[config.mk]
export PLATFORM = sky130hd
export DESIGN_NAME = secure_frame_codec
export DESIGN_NICKNAME = d
export VERILOG_FILES = /design/src/sfc_pkg.sv /design/src/octet_stream_if.sv /design/src/octet_buffer.sv /design/src/secure_frame_codec.sv
export SDC_FILE = /design/constraint.sdc
export NUM_CORES = 1
export LEC_CHECK = 0
export BUFFER_PORTS_ARGS = -buffer_cell sky130_fd_sc_hd__buf_2
export CAP_MARGIN = 0
export CORE_MARGIN = 8
export CORE_UTILIZATION = 42
export DETAILED_ROUTE_END_ITERATION = 16
export GPL_ROUTABILITY_DRIVEN = 0
export GPL_TIMING_DRIVEN = 0
export SYNTH_ARGS = -nofsm -noshare
export SYNTH_HDL_FRONTEND = slang
export SYNTH_SLANG_ARGS = --single-unit
[constraint.sdc]
create_clock -name REF_CLK_I -period 4.75 [get_ports REF_CLK_I]
set_input_delay 0.95 -clock REF_CLK_I [delete_from_list [all_inputs] [get_ports REF_CLK_I]]
set_output_delay 0.95 -clock REF_CLK_I [all_outputs]
set_load 0.005 [all_outputs]
[src/sfc_pkg.sv]
// Function
// header, data field, 8-octet code trailer
// header: entity type, type code, direction
// auth frame codes 0001, 0010, 0011
// response 1001, user-data 0101, disconnect 1000
// priority frame carries no header octet
// direction: initiator sends 0, responder 1
// entity type encodes sender class
// first auth frame: identity, suite, random
// only protection suite value 0x01 used
// second auth frame: identity, suite, random, code
// third auth frame: reserved type, direction 0
// auth response: reserved type, direction 1
// user-data: n>=1 octets then code
// disconnect frame: header, reason, sub-reason
// first two auth frames use connect primitives
// octet bits 8..1, msb octet first
// reserved fields sent zero, ignored on receipt
// flag unknown type code or bad length
`default_nettype none
package sfc_pkg;
    // frame type codes
    localparam logic [3:0] CODE_A1 = 4'h1;
    localparam logic [3:0] CODE_A2 = 4'h2;
    localparam logic [3:0] CODE_A3 = 4'h3;
    localparam logic [3:0] CODE_RS = 4'h9;
    localparam logic [3:0] CODE_UD = 4'h5;
    localparam logic [3:0] CODE_DC = 4'h8;
    // sender classes
    localparam logic [2:0] ENT_INFILL  = 3'h0;
    localparam logic [2:0] ENT_TRACKSIDE_BLOCK_CONTROLLER = 3'h1;
    localparam logic [2:0] ENT_ENGINE  = 3'h2;
    localparam logic [2:0] ENT_RESERVED = 3'h0;
    localparam logic [7:0] SUITE_SDES  = 8'h01;
    // header field positions (bit 8 of the octet is index 7)
    localparam int HDR_ENT_LSB  = 5;
    localparam int HDR_CODE_LSB = 1;
    localparam int HDR_DIR_BIT  = 0;
    // frame lengths in octets
    localparam logic [15:0] LEN_A1     = 16'h000d;
    localparam logic [15:0] LEN_A2     = 16'h0015;
    localparam logic [15:0] LEN_A3     = 16'h0009;
    localparam logic [15:0] LEN_RS     = 16'h0009;
    localparam logic [15:0] LEN_DC     = 16'h0003;
    localparam logic [15:0] LEN_UD_MIN = 16'h000a;
    // octet indexes, counted from zero at the header
    localparam logic [15:0] IDX_ID_FIRST = 16'h0001;
    localparam logic [15:0] IDX_ID_LAST  = 16'h0003;
    localparam logic [15:0] IDX_SUITE    = 16'h0004;
    localparam logic [15:0] IDX_REASON   = 16'h0001;
    localparam logic [15:0] IDX_SUBREASON = 16'h0002;
    // register byte offsets
    localparam logic [7:0] OFS_CTRL    = 8'h00;
    localparam logic [7:0] OFS_TXTYPE  = 8'h04;
    localparam logic [7:0] OFS_STATUS  = 8'h08;
    localparam logic [7:0] OFS_RXLEN   = 8'h0c;
    localparam logic [7:0] OFS_STATION = 8'h10;
    localparam logic [7:0] OFS_RXINFO  = 8'h14;
    // register reset values
    localparam logic [3:0] RST_TXTYPE  = CODE_UD;
    localparam logic [2:0] RST_OWN_ENT = ENT_ENGINE;
    // sticky error bit positions in the status register
    localparam int ERR_TYPE  = 0;
    localparam int ERR_LEN   = 1;
    localparam int ERR_DIR   = 2;
    localparam int ERR_SUITE = 3;
endpackage
`default_nettype wire

[src/octet_stream_if.sv]
`timescale 1ns/1ns
`default_nettype none
// one octet per beat, with end-of-frame and connect-primitive tags
interface octet_stream_if #(parameter int W = 8);
    logic [W-1:0] data;
    logic         last;
    logic         conn;
    logic         valid;
    logic         ready;
    modport src (output data, output last, output conn, output valid,
                 input ready);
    modport snk (input data, input last, input conn, input valid,
                 output ready);
endinterface
`default_nettype wire

[src/octet_buffer.sv]
`timescale 1ns/1ns
`default_nettype none
// small fifo; a receiver stall fills it and then holds the source
module octet_buffer #(
    parameter int W     = 8,
    parameter int DEPTH = 2
) (
    // clock, reset, enable
    input  wire logic     clk_i,
    input  wire logic     rst_i,
    input  wire logic     ce_i,
    // streams
    octet_stream_if.snk   push,
    octet_stream_if.src   pop
);
    localparam int AW = (DEPTH > 1) ? $clog2(DEPTH) : 1;
    localparam logic [AW:0] FULL_CNT = (AW+1)'(DEPTH);

    logic [W+1:0]  mem [DEPTH];
    logic [AW-1:0] wr_ptr;
    logic [AW-1:0] rd_ptr;
    logic [AW:0]   count;
    logic          do_push;
    logic          do_pop;

    function automatic logic [AW-1:0] bump(input logic [AW-1:0] p);
        bump = (p == AW'(DEPTH - 1)) ? '0 : p + AW'(1);
    endfunction

    assign push.ready = ce_i && (count != FULL_CNT);
    assign pop.valid  = (count != '0);
    assign do_push    = push.valid && push.ready;
    assign do_pop     = ce_i && pop.valid && pop.ready;
    // read side comes straight out of the storage flops
    assign {pop.conn, pop.last, pop.data} = mem[rd_ptr];

    // storage write
    always_ff @(posedge clk_i) begin
        if (do_push) begin
            mem[wr_ptr] <= {push.conn, push.last, push.data};
        end
    end

    // pointers and fill level
    always_ff @(posedge clk_i) begin
        if (rst_i) begin
            wr_ptr <= '0;
            rd_ptr <= '0;
            count  <= '0;
        end else begin
            if (do_push) begin
                wr_ptr <= bump(wr_ptr);
            end
            if (do_pop) begin
                rd_ptr <= bump(rd_ptr);
            end
            count <= count + (AW+1)'(do_push) - (AW+1)'(do_pop);
        end
    end
endmodule
`default_nettype wire

[src/secure_frame_codec.sv]
`timescale 1ns/1ns
`default_nettype none
module secure_frame_codec
    import sfc_pkg::*;
#(
    parameter int BUF_DEPTH = 2
) (
    // clock, reset, enable
    input  wire logic        REF_CLK_I,
    input  wire logic        RST_I,
    input  wire logic        CE_I,
    // apb slave
    input  wire logic [7:0]  PADDR_I,
    input  wire logic        PSEL_I,
    input  wire logic        PENABLE_I,
    input  wire logic        PWRITE_I,
    input  wire logic [31:0] PWDATA_I,
    output logic [31:0]      PRDATA_O,
    output logic             PREADY_O,
    output logic             PSLVERR_O,
    // frame body from local control
    input  wire logic [7:0]  TX_DATA_I,
    input  wire logic        TX_VALID_I,
    input  wire logic        TX_LAST_I,
    input  wire logic        TX_PRIO_I,
    output logic             TX_READY_O,
    // framed octets to transport
    output logic [7:0]       OUT_DATA_O,
    output logic             OUT_LAST_O,
    output logic             OUT_CONN_O,
    output logic             OUT_VALID_O,
    input  wire logic        OUT_READY_I,
    // framed octets from transport
    input  wire logic [7:0]  RX_DATA_I,
    input  wire logic        RX_VALID_I,
    input  wire logic        RX_LAST_I,
    input  wire logic        RX_PRIO_I,
    output logic             RX_READY_O,
    // parsed body to local control
    output logic [7:0]       USR_DATA_O,
    output logic             USR_VALID_O,
    output logic             USR_LAST_O,
    output logic             USR_PRIO_O,
    output logic             RX_DONE_O,
    output logic             RX_ERR_O
);
    typedef enum logic {TX_IDLE, TX_BODY} tx_state_e;

    tx_state_e   tx_state;
    logic        responder;
    logic [2:0]  own_ent;
    logic [3:0]  cfg_code;
    logic        tx_conn;
    logic [7:0]  tx_hdr;
    logic        hdr_slot;
    logic [3:0]  err;
    logic [3:0]  err_clr;
    logic [3:0]  rx_code;
    logic [2:0]  rx_ent;
    logic        rx_dir;
    logic        rx_prio;
    logic [15:0] rx_cnt;
    logic [15:0] rx_len;
    logic [23:0] station;
    logic [7:0]  suite;
    logic [7:0]  reason;
    logic [7:0]  subreason;
    logic        rd_ok;
    logic [31:0] rd_mux;
    logic        map_hit;
    logic        wr_en;
    logic        acc;
    logic        hdr_rx;
    logic [3:0]  cur_code;
    logic        cur_prio;
    logic [3:0]  d_code;
    logic        ev_type;
    logic        ev_dir;
    logic        ev_suite;
    logic        ev_len;

    octet_stream_if #(.W(8)) push_s ();
    octet_stream_if #(.W(8)) pop_s ();

    // decoders for the parser; carries_ent and dir_of also serve the framer
    function automatic logic code_known(input logic [3:0] c);
        code_known = (c == CODE_A1) || (c == CODE_A2) ||
                     (c == CODE_A3) || (c == CODE_RS) ||
                     (c == CODE_UD) || (c == CODE_DC);
    endfunction

    function automatic logic carries_ent(input logic [3:0] c);
        carries_ent = (c == CODE_A1) || (c == CODE_A2);
    endfunction

    function automatic logic dir_of(input logic [3:0] c,
                                    input logic       resp);
        case (c)
            CODE_A1, CODE_A3: dir_of = 1'b0;
            CODE_A2, CODE_RS: dir_of = 1'b1;
            default:          dir_of = resp;
        endcase
    endfunction

    function automatic logic len_ok(input logic [3:0]  c,
                                    input logic [15:0] n);
        case (c)
            CODE_A1: len_ok = (n == LEN_A1);
            CODE_A2: len_ok = (n == LEN_A2);
            CODE_A3: len_ok = (n == LEN_A3);
            CODE_RS: len_ok = (n == LEN_RS);
            CODE_DC: len_ok = (n == LEN_DC);
            CODE_UD: len_ok = (n >= LEN_UD_MIN);
            default:  len_ok = 1'b0;
        endcase
    endfunction

    // header octet; type field forced to zero where it is reserved
    always_comb begin
        tx_hdr = 8'h00;
        if (carries_ent(cfg_code)) begin
            tx_hdr[HDR_ENT_LSB +: 3] = own_ent;
        end
        tx_hdr[HDR_CODE_LSB +: 4] = cfg_code;
        tx_hdr[HDR_DIR_BIT] = dir_of(cfg_code, responder);
    end

    // the header is inserted ahead of the first body octet
    assign hdr_slot = (tx_state == TX_IDLE) && !TX_PRIO_I;
    assign push_s.valid = CE_I && TX_VALID_I;
    assign push_s.data  = hdr_slot ? tx_hdr : TX_DATA_I;
    assign push_s.last  = hdr_slot ? 1'b0 : TX_LAST_I;
    assign push_s.conn  = hdr_slot ? carries_ent(cfg_code)
                        : (tx_state == TX_BODY) && tx_conn;
    assign TX_READY_O   = push_s.ready && !hdr_slot;

    // framer sequencing
    always_ff @(posedge REF_CLK_I) begin
        if (RST_I) begin
            tx_state <= TX_IDLE;
            tx_conn  <= 1'b0;
        end else if (push_s.valid && push_s.ready) begin
            case (tx_state)
                TX_IDLE: begin
                    tx_conn <= !TX_PRIO_I && carries_ent(cfg_code);
                    if (hdr_slot || !TX_LAST_I) begin
                        tx_state <= TX_BODY;
                    end
                end
                TX_BODY: begin
                    if (TX_LAST_I) begin
                        tx_state <= TX_IDLE;
                        tx_conn  <= 1'b0;
                    end
                end
                default: tx_state <= TX_IDLE;
            endcase
        end
    end

    // absorbs a transport stall without dropping an octet
    octet_buffer #(
        .W     (8),
        .DEPTH (BUF_DEPTH)
    ) u_buf (
        .clk_i (REF_CLK_I),
        .rst_i (RST_I),
        .ce_i  (CE_I),
        .push  (push_s.snk),
        .pop   (pop_s.src)
    );

    assign pop_s.ready = OUT_READY_I;
    assign OUT_DATA_O  = pop_s.data;
    assign OUT_LAST_O  = pop_s.last;
    assign OUT_CONN_O  = pop_s.conn;
    assign OUT_VALID_O = pop_s.valid;

    // receive side decode; the parser never back-pressures
    assign RX_READY_O = CE_I;
    assign acc      = CE_I && RX_VALID_I;
    assign hdr_rx   = acc && (rx_cnt == '0) && !RX_PRIO_I;
    assign d_code   = RX_DATA_I[HDR_CODE_LSB +: 4];
    assign cur_code = (rx_cnt == '0) ? d_code : rx_code;
    assign cur_prio = (rx_cnt == '0) ? RX_PRIO_I : rx_prio;
    assign ev_type  = hdr_rx && !code_known(d_code);
    // a reflected frame shows our own direction bit
    assign ev_dir   = hdr_rx && code_known(d_code) &&
                      (RX_DATA_I[HDR_DIR_BIT] != dir_of(d_code, !responder));
    assign ev_suite = acc && !rx_prio && (rx_cnt == IDX_SUITE) &&
                      carries_ent(rx_code) && (RX_DATA_I != SUITE_SDES);
    assign ev_len   = acc && RX_LAST_I && !cur_prio &&
                      !len_ok(cur_code, rx_cnt + 16'h0001);

    // frame position and header fields
    always_ff @(posedge REF_CLK_I) begin
        if (RST_I) begin
            rx_cnt  <= '0;
            rx_code <= '0;
            rx_ent  <= '0;
            rx_dir  <= 1'b0;
            rx_prio <= 1'b0;
            rx_len  <= '0;
        end else if (acc) begin
            rx_cnt <= RX_LAST_I ? '0 : rx_cnt + 16'h0001;
            if (rx_cnt == '0) begin
                rx_prio <= RX_PRIO_I;
            end
            if (hdr_rx) begin
                rx_code <= d_code;
                rx_dir  <= RX_DATA_I[HDR_DIR_BIT];
                // reserved type field is not looked at
                rx_ent  <= carries_ent(d_code) ?
                           RX_DATA_I[HDR_ENT_LSB +: 3] : ENT_RESERVED;
            end
            if (RX_LAST_I) begin
                rx_len <= rx_cnt + 16'h0001;
            end
        end
    end

    // connect-frame and disconnect-frame fields
    always_ff @(posedge REF_CLK_I) begin
        if (RST_I) begin
            station   <= '0;
            suite     <= '0;
            reason    <= '0;
            subreason <= '0;
        end else if (acc && !rx_prio && rx_cnt != '0) begin
            if (carries_ent(rx_code) && rx_cnt >= IDX_ID_FIRST &&
                rx_cnt <= IDX_ID_LAST) begin
                station <= {station[15:0], RX_DATA_I};
            end
            if (carries_ent(rx_code) && rx_cnt == IDX_SUITE) begin
                suite <= RX_DATA_I;
            end
            if (rx_code == CODE_DC && rx_cnt == IDX_REASON) begin
                reason <= RX_DATA_I;
            end
            if (rx_code == CODE_DC && rx_cnt == IDX_SUBREASON) begin
                subreason <= RX_DATA_I;
            end
        end
    end

    // body octets onward to local control, header stripped
    always_ff @(posedge REF_CLK_I) begin
        if (RST_I) begin
            USR_DATA_O  <= '0;
            USR_VALID_O <= 1'b0;
            USR_LAST_O  <= 1'b0;
            USR_PRIO_O  <= 1'b0;
            RX_DONE_O   <= 1'b0;
            RX_ERR_O    <= 1'b0;
        end else if (CE_I) begin
            USR_VALID_O <= acc && !hdr_rx;
            USR_DATA_O  <= RX_DATA_I;
            USR_LAST_O  <= acc && RX_LAST_I;
            USR_PRIO_O  <= cur_prio;
            RX_DONE_O   <= acc && RX_LAST_I;
            RX_ERR_O    <= ev_type | ev_dir | ev_suite | ev_len;
        end
    end

    // sticky errors: a new event beats a same-cycle clear
    always_ff @(posedge REF_CLK_I) begin
        if (RST_I) begin
            err <= '0;
        end else if (CE_I) begin
            err <= (err & ~err_clr) |
                   {ev_suite, ev_dir, ev_len, ev_type};
        end
    end

    // apb decode; zero-wait writes, reads answer once data is latched
    assign wr_en   = CE_I && PSEL_I && PENABLE_I && PWRITE_I;
    assign err_clr = (wr_en && PADDR_I == OFS_STATUS) ? PWDATA_I[3:0] : '0;
    assign map_hit = (PADDR_I == OFS_CTRL)    || (PADDR_I == OFS_TXTYPE) ||
                     (PADDR_I == OFS_STATUS)  || (PADDR_I == OFS_RXLEN) ||
                     (PADDR_I == OFS_STATION) || (PADDR_I == OFS_RXINFO);
    assign PREADY_O  = CE_I && PSEL_I && PENABLE_I && (PWRITE_I || rd_ok);
    assign PSLVERR_O = PREADY_O && !map_hit;

    // read multiplexer; unmapped and unused bits read zero
    always_comb begin
        rd_mux = '0;
        case (PADDR_I)
            OFS_CTRL:    rd_mux[3:0]  = {own_ent, responder};
            OFS_TXTYPE:  rd_mux[3:0]  = cfg_code;
            OFS_STATUS:  rd_mux[12:0] = {(rx_cnt != '0), rx_dir, rx_ent,
                                         rx_code, err};
            OFS_RXLEN:   rd_mux[15:0] = rx_len;
            OFS_STATION: rd_mux[23:0] = station;
            OFS_RXINFO:  rd_mux[23:0] = {subreason, reason, suite};
            default:     rd_mux = '0;
        endcase
    end

    // read data latched in the setup cycle
    always_ff @(posedge REF_CLK_I) begin
        if (RST_I) begin
            PRDATA_O <= '0;
            rd_ok    <= 1'b0;
        end else if (CE_I) begin
            if (PSEL_I && !PENABLE_I && !PWRITE_I) begin
                PRDATA_O <= rd_mux;
                rd_ok    <= 1'b1;
            end else if (PREADY_O) begin
                rd_ok <= 1'b0;
            end
        end
    end

    // configuration writes; the role is fixed per connection by software
    always_ff @(posedge REF_CLK_I) begin
        if (RST_I) begin
            responder <= 1'b0;
            own_ent   <= RST_OWN_ENT;
            cfg_code  <= RST_TXTYPE;
        end else if (wr_en) begin
            if (PADDR_I == OFS_CTRL) begin
                {own_ent, responder} <= PWDATA_I[3:0];
            end
            if (PADDR_I == OFS_TXTYPE) begin
                cfg_code <= PWDATA_I[3:0];
            end
        end
    end
endmodule
`default_nettype wire

==> results.md, run 1 <==
| Group | Result | Value |
| --- | --- | --- |
| run status | Result of the run | finished clean |
| clock network | Longest Clk Path Bufs | 2 |
| yosys | Number of distinct library cells after synthesis | 69 |
| final layout | Proportion of layout cells with a drive suffix above 1 | 17.0% |
| yosys | Commonest cells in the netlist | sky130_fd_sc_hd__dfxtp_1, sky130_fd_sc_hd__nor2_1, sky130_fd_sc_hd__nand2_1 |
| yosys | Predominant post-synthesis flop cell | sky130_fd_sc_hd__dfxtp_1 |
| yosys | Combinational family with the most area after synthesis | simple AND/OR/NAND/NOR gates |
| route | Post-detailed-route count of antenna-violating nets | 0 |
| yosys | Synthesized instance count | 950 |
| floorplanning | I/O pin count | 129 |
| placement | Port-buffer cells | 86 |
| sta | Final hold viol count | 0 |
| route | Average detailed-routed wire length per instance | 18.3 microns |
| setup path | Startpoint of the worst register-to-register path | rx_cnt[1]$_SDFFE_PP0P_ |
| setup path | Sort of element at the start of the critical path | input pin |
| global route | Grt ovf | 0 |
| final layout | Sequential standard cell area | 0.00350 sq mm |
| global route | Aggregate global-route resource usage | 20.1% |
| power and ir drop | Total chip power | 3.06 mW |
| yosys | Sequential cell area fraction in the yosys report | 43.6% |
| sta | Final Cycle Share | 75.6% |
| yosys | Synth Area in Compound Gates | 14.9% |
| clock network | Sink count of the clock tree | 165 |
| floorplanning | Initial core utilization | 42.8% |
| floorplanning | Std-Cell Core Area | 0.0188 sq mm |
| power and ir drop | Areal power density over the cells | 327 mW/mm^2 |
| clock network | Skew-Pair Late Insertion Delay | 0.43 ns |
| clock network | Clk slew on worst S/H paths | 0.06 ns |
| global route | Pin count of the biggest net entering global routing | 17 |
| setup path | Critical path start-end classification | input pin to primary output |
| power and ir drop | Max VDD drop | 0.000180 V |
| route | Number of detailed-routing iterations run before antenna repair | 5 |
| route | Via density per instance | 5.39 |
| sta | Shortest clock period the worst path allows after layout | 3.59 ns |
| clock network | Post-CTS resize count | 0 |
| clock network | Root Driver | sky130_fd_sc_hd__clkbuf_16 |
| global route | Wire length of the first global-routing pass | 37,600 microns |
| route | DRC violation total after the first TritonRoute iteration | 635 |
| final layout | Area growth from synthesis to final layout | 16.3% |
| setup path | Crit path arrival time | 2.64 ns |
| final layout | Utilization after layout | 49.8% |
| yosys | Simple-gate portion of the synthesized area | 22.4% |
| clock network | Max H-tree Level | 4 |
| sta | Max Fclk | 278 MHz |
| yosys | Area of the mapped netlist | 0.00804 sq mm |
| yosys | Mean cell area of the mapped netlist | 8.46 sq um |
| clock network | Num CTS Buffers | 17 |
| floorplanning | Overall die height | 154 microns |
| setup path | WP data required | 3.80 ns |
| sta | Worst clock skew | 0.0110 ns |
| min path | Path type of the worst min-delay path | flop to flop |
| yosys | Adder-cell share of the synthesized area | 1.24% |
| sta | Setup repair after global routing missed its margin | false |
| final layout | Count of placed standard cells in the final layout, fillers left out | 1,309 |
| final layout | Antenna diodes | 0 |
| final layout | Number of nets in the final layout | 1,139 |
| sta | Final setup viols | 0 |
| yosys | Count leader, synth | sky130_fd_sc_hd__dfxtp_1 |
| setup path | Worst-case register-to-register setup slack | 1.55 ns |
| placement | # placed instances | 1,277 |
| setup path | Category of the worst setup path capture point | primary output |
| route | Total detailed-routing wirelength | 24,000 microns |
| floorplanning | Core Rows | 50 |
| yosys | Async set-reset flop share out of synthesis | 0% |
| power and ir drop | Total leakage power | 3.72 nW |
| job | Reported max-cap violation count | 0 |
| sta | Final number of max-transition violations | 0 |
| yosys | Synth area leaders | sky130_fd_sc_hd__dfxtp_1, sky130_fd_sc_hd__edfxtp_1, sky130_fd_sc_hd__mux2i_1 |
| floorplanning | Area enclosed by the die boundary | 0.0238 sq mm |
| min path | Number of cells on the worst hold path | 2 |
| yosys | Yosys top cell area share | 36.1% |
| yosys | Synthesized-area fraction occupied by xor and xnor cells | 2.93% |
| min path | Endpoint of the worst hold path | reason[4]$_SDFFE_PP0P_ |
| yosys | Yosys top cell by area | sky130_fd_sc_hd__dfxtp_1 |
| min path | Min-delay src | reason[4]$_SDFFE_PP0P_ |
| setup path | Maximum fanout count along the critical path | 4 |
| route | DRC errors left | 0 |
| sta | Relative slew slack | 31.6% |
| setup path | R2R Path End | RX_ERR_O$_SDFFE_PP0P_ |
| yosys | Multiplexer area fraction after synthesis | 9.06% |
| final layout | # fillers | 1,824 |
| clock network | Post-CTS setup-driven buffer insertion count | 0 |
| clock network | TritonCTS clock tree | built |
| floorplanning | Die Span X | 154 microns |
| yosys | Synth warnings | 0 |
| route | Via count | 7,051 |
| clock network | Hold_buf cts | 0 |
| yosys | Count of flip-flops with a built-in enable after synthesis | 20 |
| sta | TNS Setup | 0 ns |
| global route | Antenna violations before repair | 0 |
| setup path | Cell count of the worst reg-to-reg path | 7 |
| sta | Final Hold Slack | 0.452 ns |
| final layout | Multi-input gate area in the final layout | 0.00409 sq mm |
| global route | Vias in the first global route | 6,443 |
| sta | Slew @ Worst Pin | 1.02 ns |
| placement | Half-perimeter wire length after detailed placement | 18,100 microns |
| yosys | Seq cells post-synth | 165 |
==> worst max path at each step <==
stage	from	end	slack [ns]	cells after the start
after floorplan	PADDR_I[1]	PSLVERR_O	1.67	3
after global placement	PADDR_I[1]	PSLVERR_O	1.20	5
after detailed placement	PADDR_I[1]	PSLVERR_O	1.20	5
after CTS	PADDR_I[1]	PSLVERR_O	1.18	5
after global routing	PADDR_I[1]	PSLVERR_O	1.07	5
final	PADDR_I[1]	PSLVERR_O	1.16	5
==> final cells by class <==
cell class / instances / area share (%)
tap: 234 / 3.13
sequential: 165 / 37.5
multi-input combinational: 691 / 43.7
inverter: 14 / 0.562
timing repair buffer: 86 / 4.60
clock inverter: 12 / 1.02
clock buffer: 20 / 4.99
buffer: 87 / 4.51
==> through the flow <==
| stage | area [sq um] | setup WS [ns] |
|---|---|---|
| 2_1_floorplan | 8070 | 1.67 |
| 3_3_place_gp | 8790 | 1.20 |
| 3_5_place_dp | 8790 | 1.20 |
| 4_1_cts | 9350 | 1.18 |
| 5_1_grt | 9350 | 1.07 |
| 6_report | 9350 | 1.16 |
==> metal layers <==
layer,GRT usage [%],vias to the layer above,wire length (microns)
met5,0,-,0
met2,31.6,231,10600
li1,-,3516,-
met1,27.7,3275,11400
met3,3.96,29,1670
met4,5.23,0,330
==> placed cells by master, fill, tap and decap left out, types with 9 or more instances in the layout <==
| cell | n |
|---|---|
| sky130_fd_sc_hd__a211oi_1 | 18 |
| sky130_fd_sc_hd__a21oi_1 | 93 |
| sky130_fd_sc_hd__a221oi_1 | 12 |
| sky130_fd_sc_hd__a22oi_1 | 11 |
| sky130_fd_sc_hd__and3_1 | 9 |
| sky130_fd_sc_hd__buf_2 | 98 |
| sky130_fd_sc_hd__buf_4 | 15 |
| sky130_fd_sc_hd__clkbuf_1 | 54 |
| sky130_fd_sc_hd__clkbuf_16 | 17 |
| sky130_fd_sc_hd__dfxtp_1 | 145 |
| sky130_fd_sc_hd__edfxtp_1 | 20 |
| sky130_fd_sc_hd__inv_1 | 14 |
| sky130_fd_sc_hd__mux2_2 | 14 |
| sky130_fd_sc_hd__mux2i_1 | 57 |
| sky130_fd_sc_hd__nand2_1 | 134 |
| sky130_fd_sc_hd__nand3_1 | 11 |
| sky130_fd_sc_hd__nor2_1 | 136 |
| sky130_fd_sc_hd__nor3_1 | 24 |
| sky130_fd_sc_hd__o21ai_0 | 28 |
| sky130_fd_sc_hd__or3_1 | 9 |
| sky130_fd_sc_hd__xnor2_1 | 20 |
==> state kept, by name (all words and copies together), names as in the netlist, 3 cells and up, named ones only <==
name,cells
rx_cnt,16
u_buf.mem,20
rx_ent,3
rx_len,16
err,4
suite,8
rx_code,4
subreason,8
USR_DATA_O,8
reason,8
cfg_code,4
station,24
PRDATA_O,24
own_ent,3
==> cell families after synthesis <==
| family | Yosys count |
|---|---|
| flip-flops | 165 |
| other | 1 |
| buffers and inverters | 101 |
| multiplexers | 71 |
| AO/OA/AOI/OAI | 196 |
| XOR/XNOR | 26 |
| adder cells (fa/ha/maj) | 8 |
| AND/OR/NAND/NOR | 382 |
==> power by group <==
part           internal [mW]  total [mW]  switching [mW]
logic                  0.111       0.285           0.174
clock network          0.717        1.31           0.593
registers               1.45        1.47          0.0183
total                   2.28        3.06           0.785
==> worst max-delay path, cell delays in order <==
cell	delay, ns
sky130_fd_sc_hd__buf_2	0.09
sky130_fd_sc_hd__or4_1	0.61
sky130_fd_sc_hd__nor4b_1	0.67
sky130_fd_sc_hd__nor3b_1	0.15
sky130_fd_sc_hd__buf_2	0.18
No activity file was read; power rests on OpenSTA's default activity.
==> run 2, diff against run 1 <==
==> constraint.sdc (replaced) <==
create_clock -name REF_CLK_I -period 3.3 [get_ports REF_CLK_I]
set_input_delay 0.66 -clock REF_CLK_I [delete_from_list [all_inputs] [get_ports REF_CLK_I]]
set_output_delay 0.66 -clock REF_CLK_I [all_outputs]
set_load 0.005 [all_outputs]
==> run 2 against run 1 <==
- clock power up 44%
- worst setup slack worse by 0.89 ns
- register-to-register slack lost 1.3 ns
- hold slack barely moved
- power rose by 44%
- combinational power rose by 44%
- clock skew up 0.00057 ns
- first-iteration DRC count fell by 5.2%
- sequential share of layout area hardly changed
- routed wire length decreased by 0.16%
- largest cell class unchanged
==> results.md, run 2 (synthesized netlist as in run 1, its figures left out) <==
| Group | Result | Value |
| --- | --- | --- |
| final layout | Biggest registers after layout | PRDATA_O x24, station x24, u_buf.mem x20 |
| power and ir drop | Total chip power | 4.40 mW |
| floorplanning | Std-Cell Core Area | 0.0188 sq mm |
| sta | Final setup viols | 0 |
| run status | Result of the run | finished clean |
| floorplanning | Area enclosed by the die boundary | 0.0238 sq mm |
| clock network | Hold_buf cts | 0 |
| min path | Endpoint of the worst hold path | reason[4]$_SDFFE_PP0P_ |
| sta | Max Fclk | 330 MHz |
| min path | Min-delay src | reason[4]$_SDFFE_PP0P_ |
| floorplanning | Overall die height | 154 microns |
| sta | Setup slack after layout | 0.271 ns |
| placement | Half-perimeter wire length after detailed placement | 18,100 microns |
| power and ir drop | Internal power of the cells | 3.28 mW |
| power and ir drop | Part of the power in the clock network | 42.7% |
| floorplanning | Initial core utilization | 42.8% |
| placement | Area of placed instances | 0.00879 sq mm |
| sta | Shortest clock period the worst path allows after layout | 3.03 ns |
| global route | Wire length of the first global-routing pass | 37,600 microns |
| min path | Number of cells on the worst hold path | 2 |
| placement | Pre-CTS WS | 0.0971 ns |
| clock network | Sink count of the clock tree | 165 |
| sta | Relative slew slack | 41.4% |
| final layout | Proportion of layout cells with a drive suffix above 1 | 17.1% |
| setup path | WP data required | 2.64 ns |
| setup path | Sum of buffers and inverters on the critical path | 2 |
| setup path | Crit path arrival time | 2.37 ns |
| clock network | Num CTS Buffers | 17 |
| setup path | Cell repeated most along the worst path | sky130_fd_sc_hd__buf_2 |
| route | Via density per instance | 5.40 |
| floorplanning | Core Rows | 50 |
| final layout | Area growth from synthesis to final layout | 16.4% |
| sta | Slew @ Worst Pin | 0.871 ns |
| placement | Port-buffer cells | 86 |
| setup path | Sort of element at the start of the critical path | input pin |
| power and ir drop | Seq pwr share | 47.9% |
| clock network | Clk slew on worst S/H paths | 0.06 ns |
| sta | Worst clock skew | 0.0115 ns |
| global route | Grt ovf | 0 |
| clock network | Root Driver | sky130_fd_sc_hd__clkbuf_16 |
| route | DRC errors left | 0 |
| clock network | Longest Clk Path Bufs | 2 |
| setup path | Logic depth of the worst path, buffers included | 5 |
| placement | # placed instances | 1,277 |
| setup path | Crit-path max cell delay | 0.68 ns |
| setup path | Startpoint of the worst register-to-register path | rx_cnt[1]$_SDFFE_PP0P_ |
| final layout | Most frequent cells in the layout | sky130_fd_sc_hd__dfxtp_1, sky130_fd_sc_hd__nor2_1, sky130_fd_sc_hd__nand2_1 |
| floorplanning | I/O pin count | 129 |
| clock network | TritonCTS clock tree | built |
| route | Post-detailed-route count of antenna-violating nets | 0 |
| final layout | Utilization after layout | 49.9% |
| route | Total detailed-routing wirelength | 23,900 microns |
| power and ir drop | Max VDD drop | 0.000258 V |
| setup path | CP cell instances | buf_2 -> or4_1 -> nor4b_1 -> nor3b_1 -> buf_2 |
| setup path | Top cell family by delay on the critical path | simple AND/OR/NAND/NOR gates |
| min path | Path type of the worst min-delay path | flop to flop |
| sta | Final Cycle Share | 91.8% |
| setup path | Critical path start-end classification | input pin to primary output |
| power and ir drop | Combinational cell fraction of total power | 9.3% |
| job | Reported max-cap violation count | 0 |
| power and ir drop | Switching power | 1.13 mW |
| sta | Final hold viol count | 0 |
| global route | Vias in the first global route | 6,443 |
| power and ir drop | Areal power density over the cells | 470 mW/mm^2 |
| clock network | Skew-Pair Late Insertion Delay | 0.43 ns |
| setup path | Worst-case register-to-register setup slack | 0.29 ns |
| sta | Setup repair after global routing missed its margin | false |
| setup path | Category of the worst setup path capture point | primary output |
| floorplanning | Die Span X | 154 microns |
| clock network | Post-CTS setup-driven buffer insertion count | 0 |
| setup path | Maximum fanout count along the critical path | 4 |
| setup path | CP max-delay cell | sky130_fd_sc_hd__nor4b_1 |
| sta | Final number of max-transition violations | 0 |
| global route | Antenna violations before repair | 0 |
| final layout | Antenna diodes | 0 |
| final layout | Count of placed standard cells in the final layout, fillers left out | 1,309 |
| power and ir drop | Total leakage power | 3.72 nW |
| clock network | Post-CTS resize count | 0 |
| route | Number of detailed-routing iterations run before antenna repair | 5 |
| sta | TNS Setup | 0 ns |
| clock network | Max H-tree Level | 4 |
| final layout | Most common cell after layout, fill and taps aside | sky130_fd_sc_hd__dfxtp_1 |
| power and ir drop | Switching share of power | 25.6% |
| global route | Aggregate global-route resource usage | 20.1% |
| setup path | R2R Path End | RX_ERR_O$_SDFFE_PP0P_ |
| final layout | Number of nets in the final layout | 1,139 |
| final layout | Post-route cell area | 0.00936 sq mm |
| sta | Final Hold Slack | 0.452 ns |
| route | Via count | 7,063 |
| route | Average detailed-routed wire length per instance | 18.3 microns |
| route | DRC violation total after the first TritonRoute iteration | 602 |
| global route | Pin count of the biggest net entering global routing | 17 |
| setup path | Cell count of the worst reg-to-reg path | 8 |
run 2: area by class of cell:
cell class	count	area, sq um
Timing Repair Buffer	86	430
Clock buffer	20	467
Clock inverter	12	95.1
Multi-Input combinational cell	691	4100
Buffer	87	422
Sequential cell	165	3500
Fill cell	1823	9410
Inverter	14	52.6
Tap cell	234	293
run 2: worst max-delay path by stage:
stage,end,from,slack (ns)
6_report,PSLVERR_O,PADDR_I[1],0.27
5_1_grt,RX_ERR_O$_SDFFE_PP0P_,rx_cnt[1]$_SDFFE_PP0P_,0.03
3_3_place_gp,RX_ERR_O$_SDFFE_PP0P_,rx_cnt[1]$_SDFFE_PP0P_,0.08
3_5_place_dp,RX_ERR_O$_SDFFE_PP0P_,rx_cnt[1]$_SDFFE_PP0P_,0.1
2_1_floorplan,RX_ERR_O$_SDFFE_PP0P_,rx_cnt[0]$_SDFFE_PP0P_,0.69
4_1_cts,RX_ERR_O$_SDFFE_PP0P_,rx_cnt[1]$_SDFFE_PP0P_,0.07
run 2: power groups by stage:
stage,Sequential [mW],Combinational [mW],Clock (mW)
after floorplan,2.15,0.261,0
after global placement,2.15,0.407,0
after detailed placement,2.16,0.409,0
after CTS,2.11,0.411,1.90
after global routing,2.11,0.454,1.99
final,2.11,0.411,1.88
run 2: worst min-delay path, stage by stage (launching register included):
cell and delay [ns]:
sky130_fd_sc_hd__dfxtp_1 0.31, sky130_fd_sc_hd__nand2_1 0.05, sky130_fd_sc_hd__a21oi_1 0.05
run 2: metal layers:
metal / global-route usage, % / vias up / wire (microns)
li1: - / 3512 / -
met1: 27.7 / 3302 / 11400
met2: 31.6 / 222 / 10600
met3: 3.96 / 27 / 1570
met4: 5.23 / 0 / 324
met5: 0 / - / 0
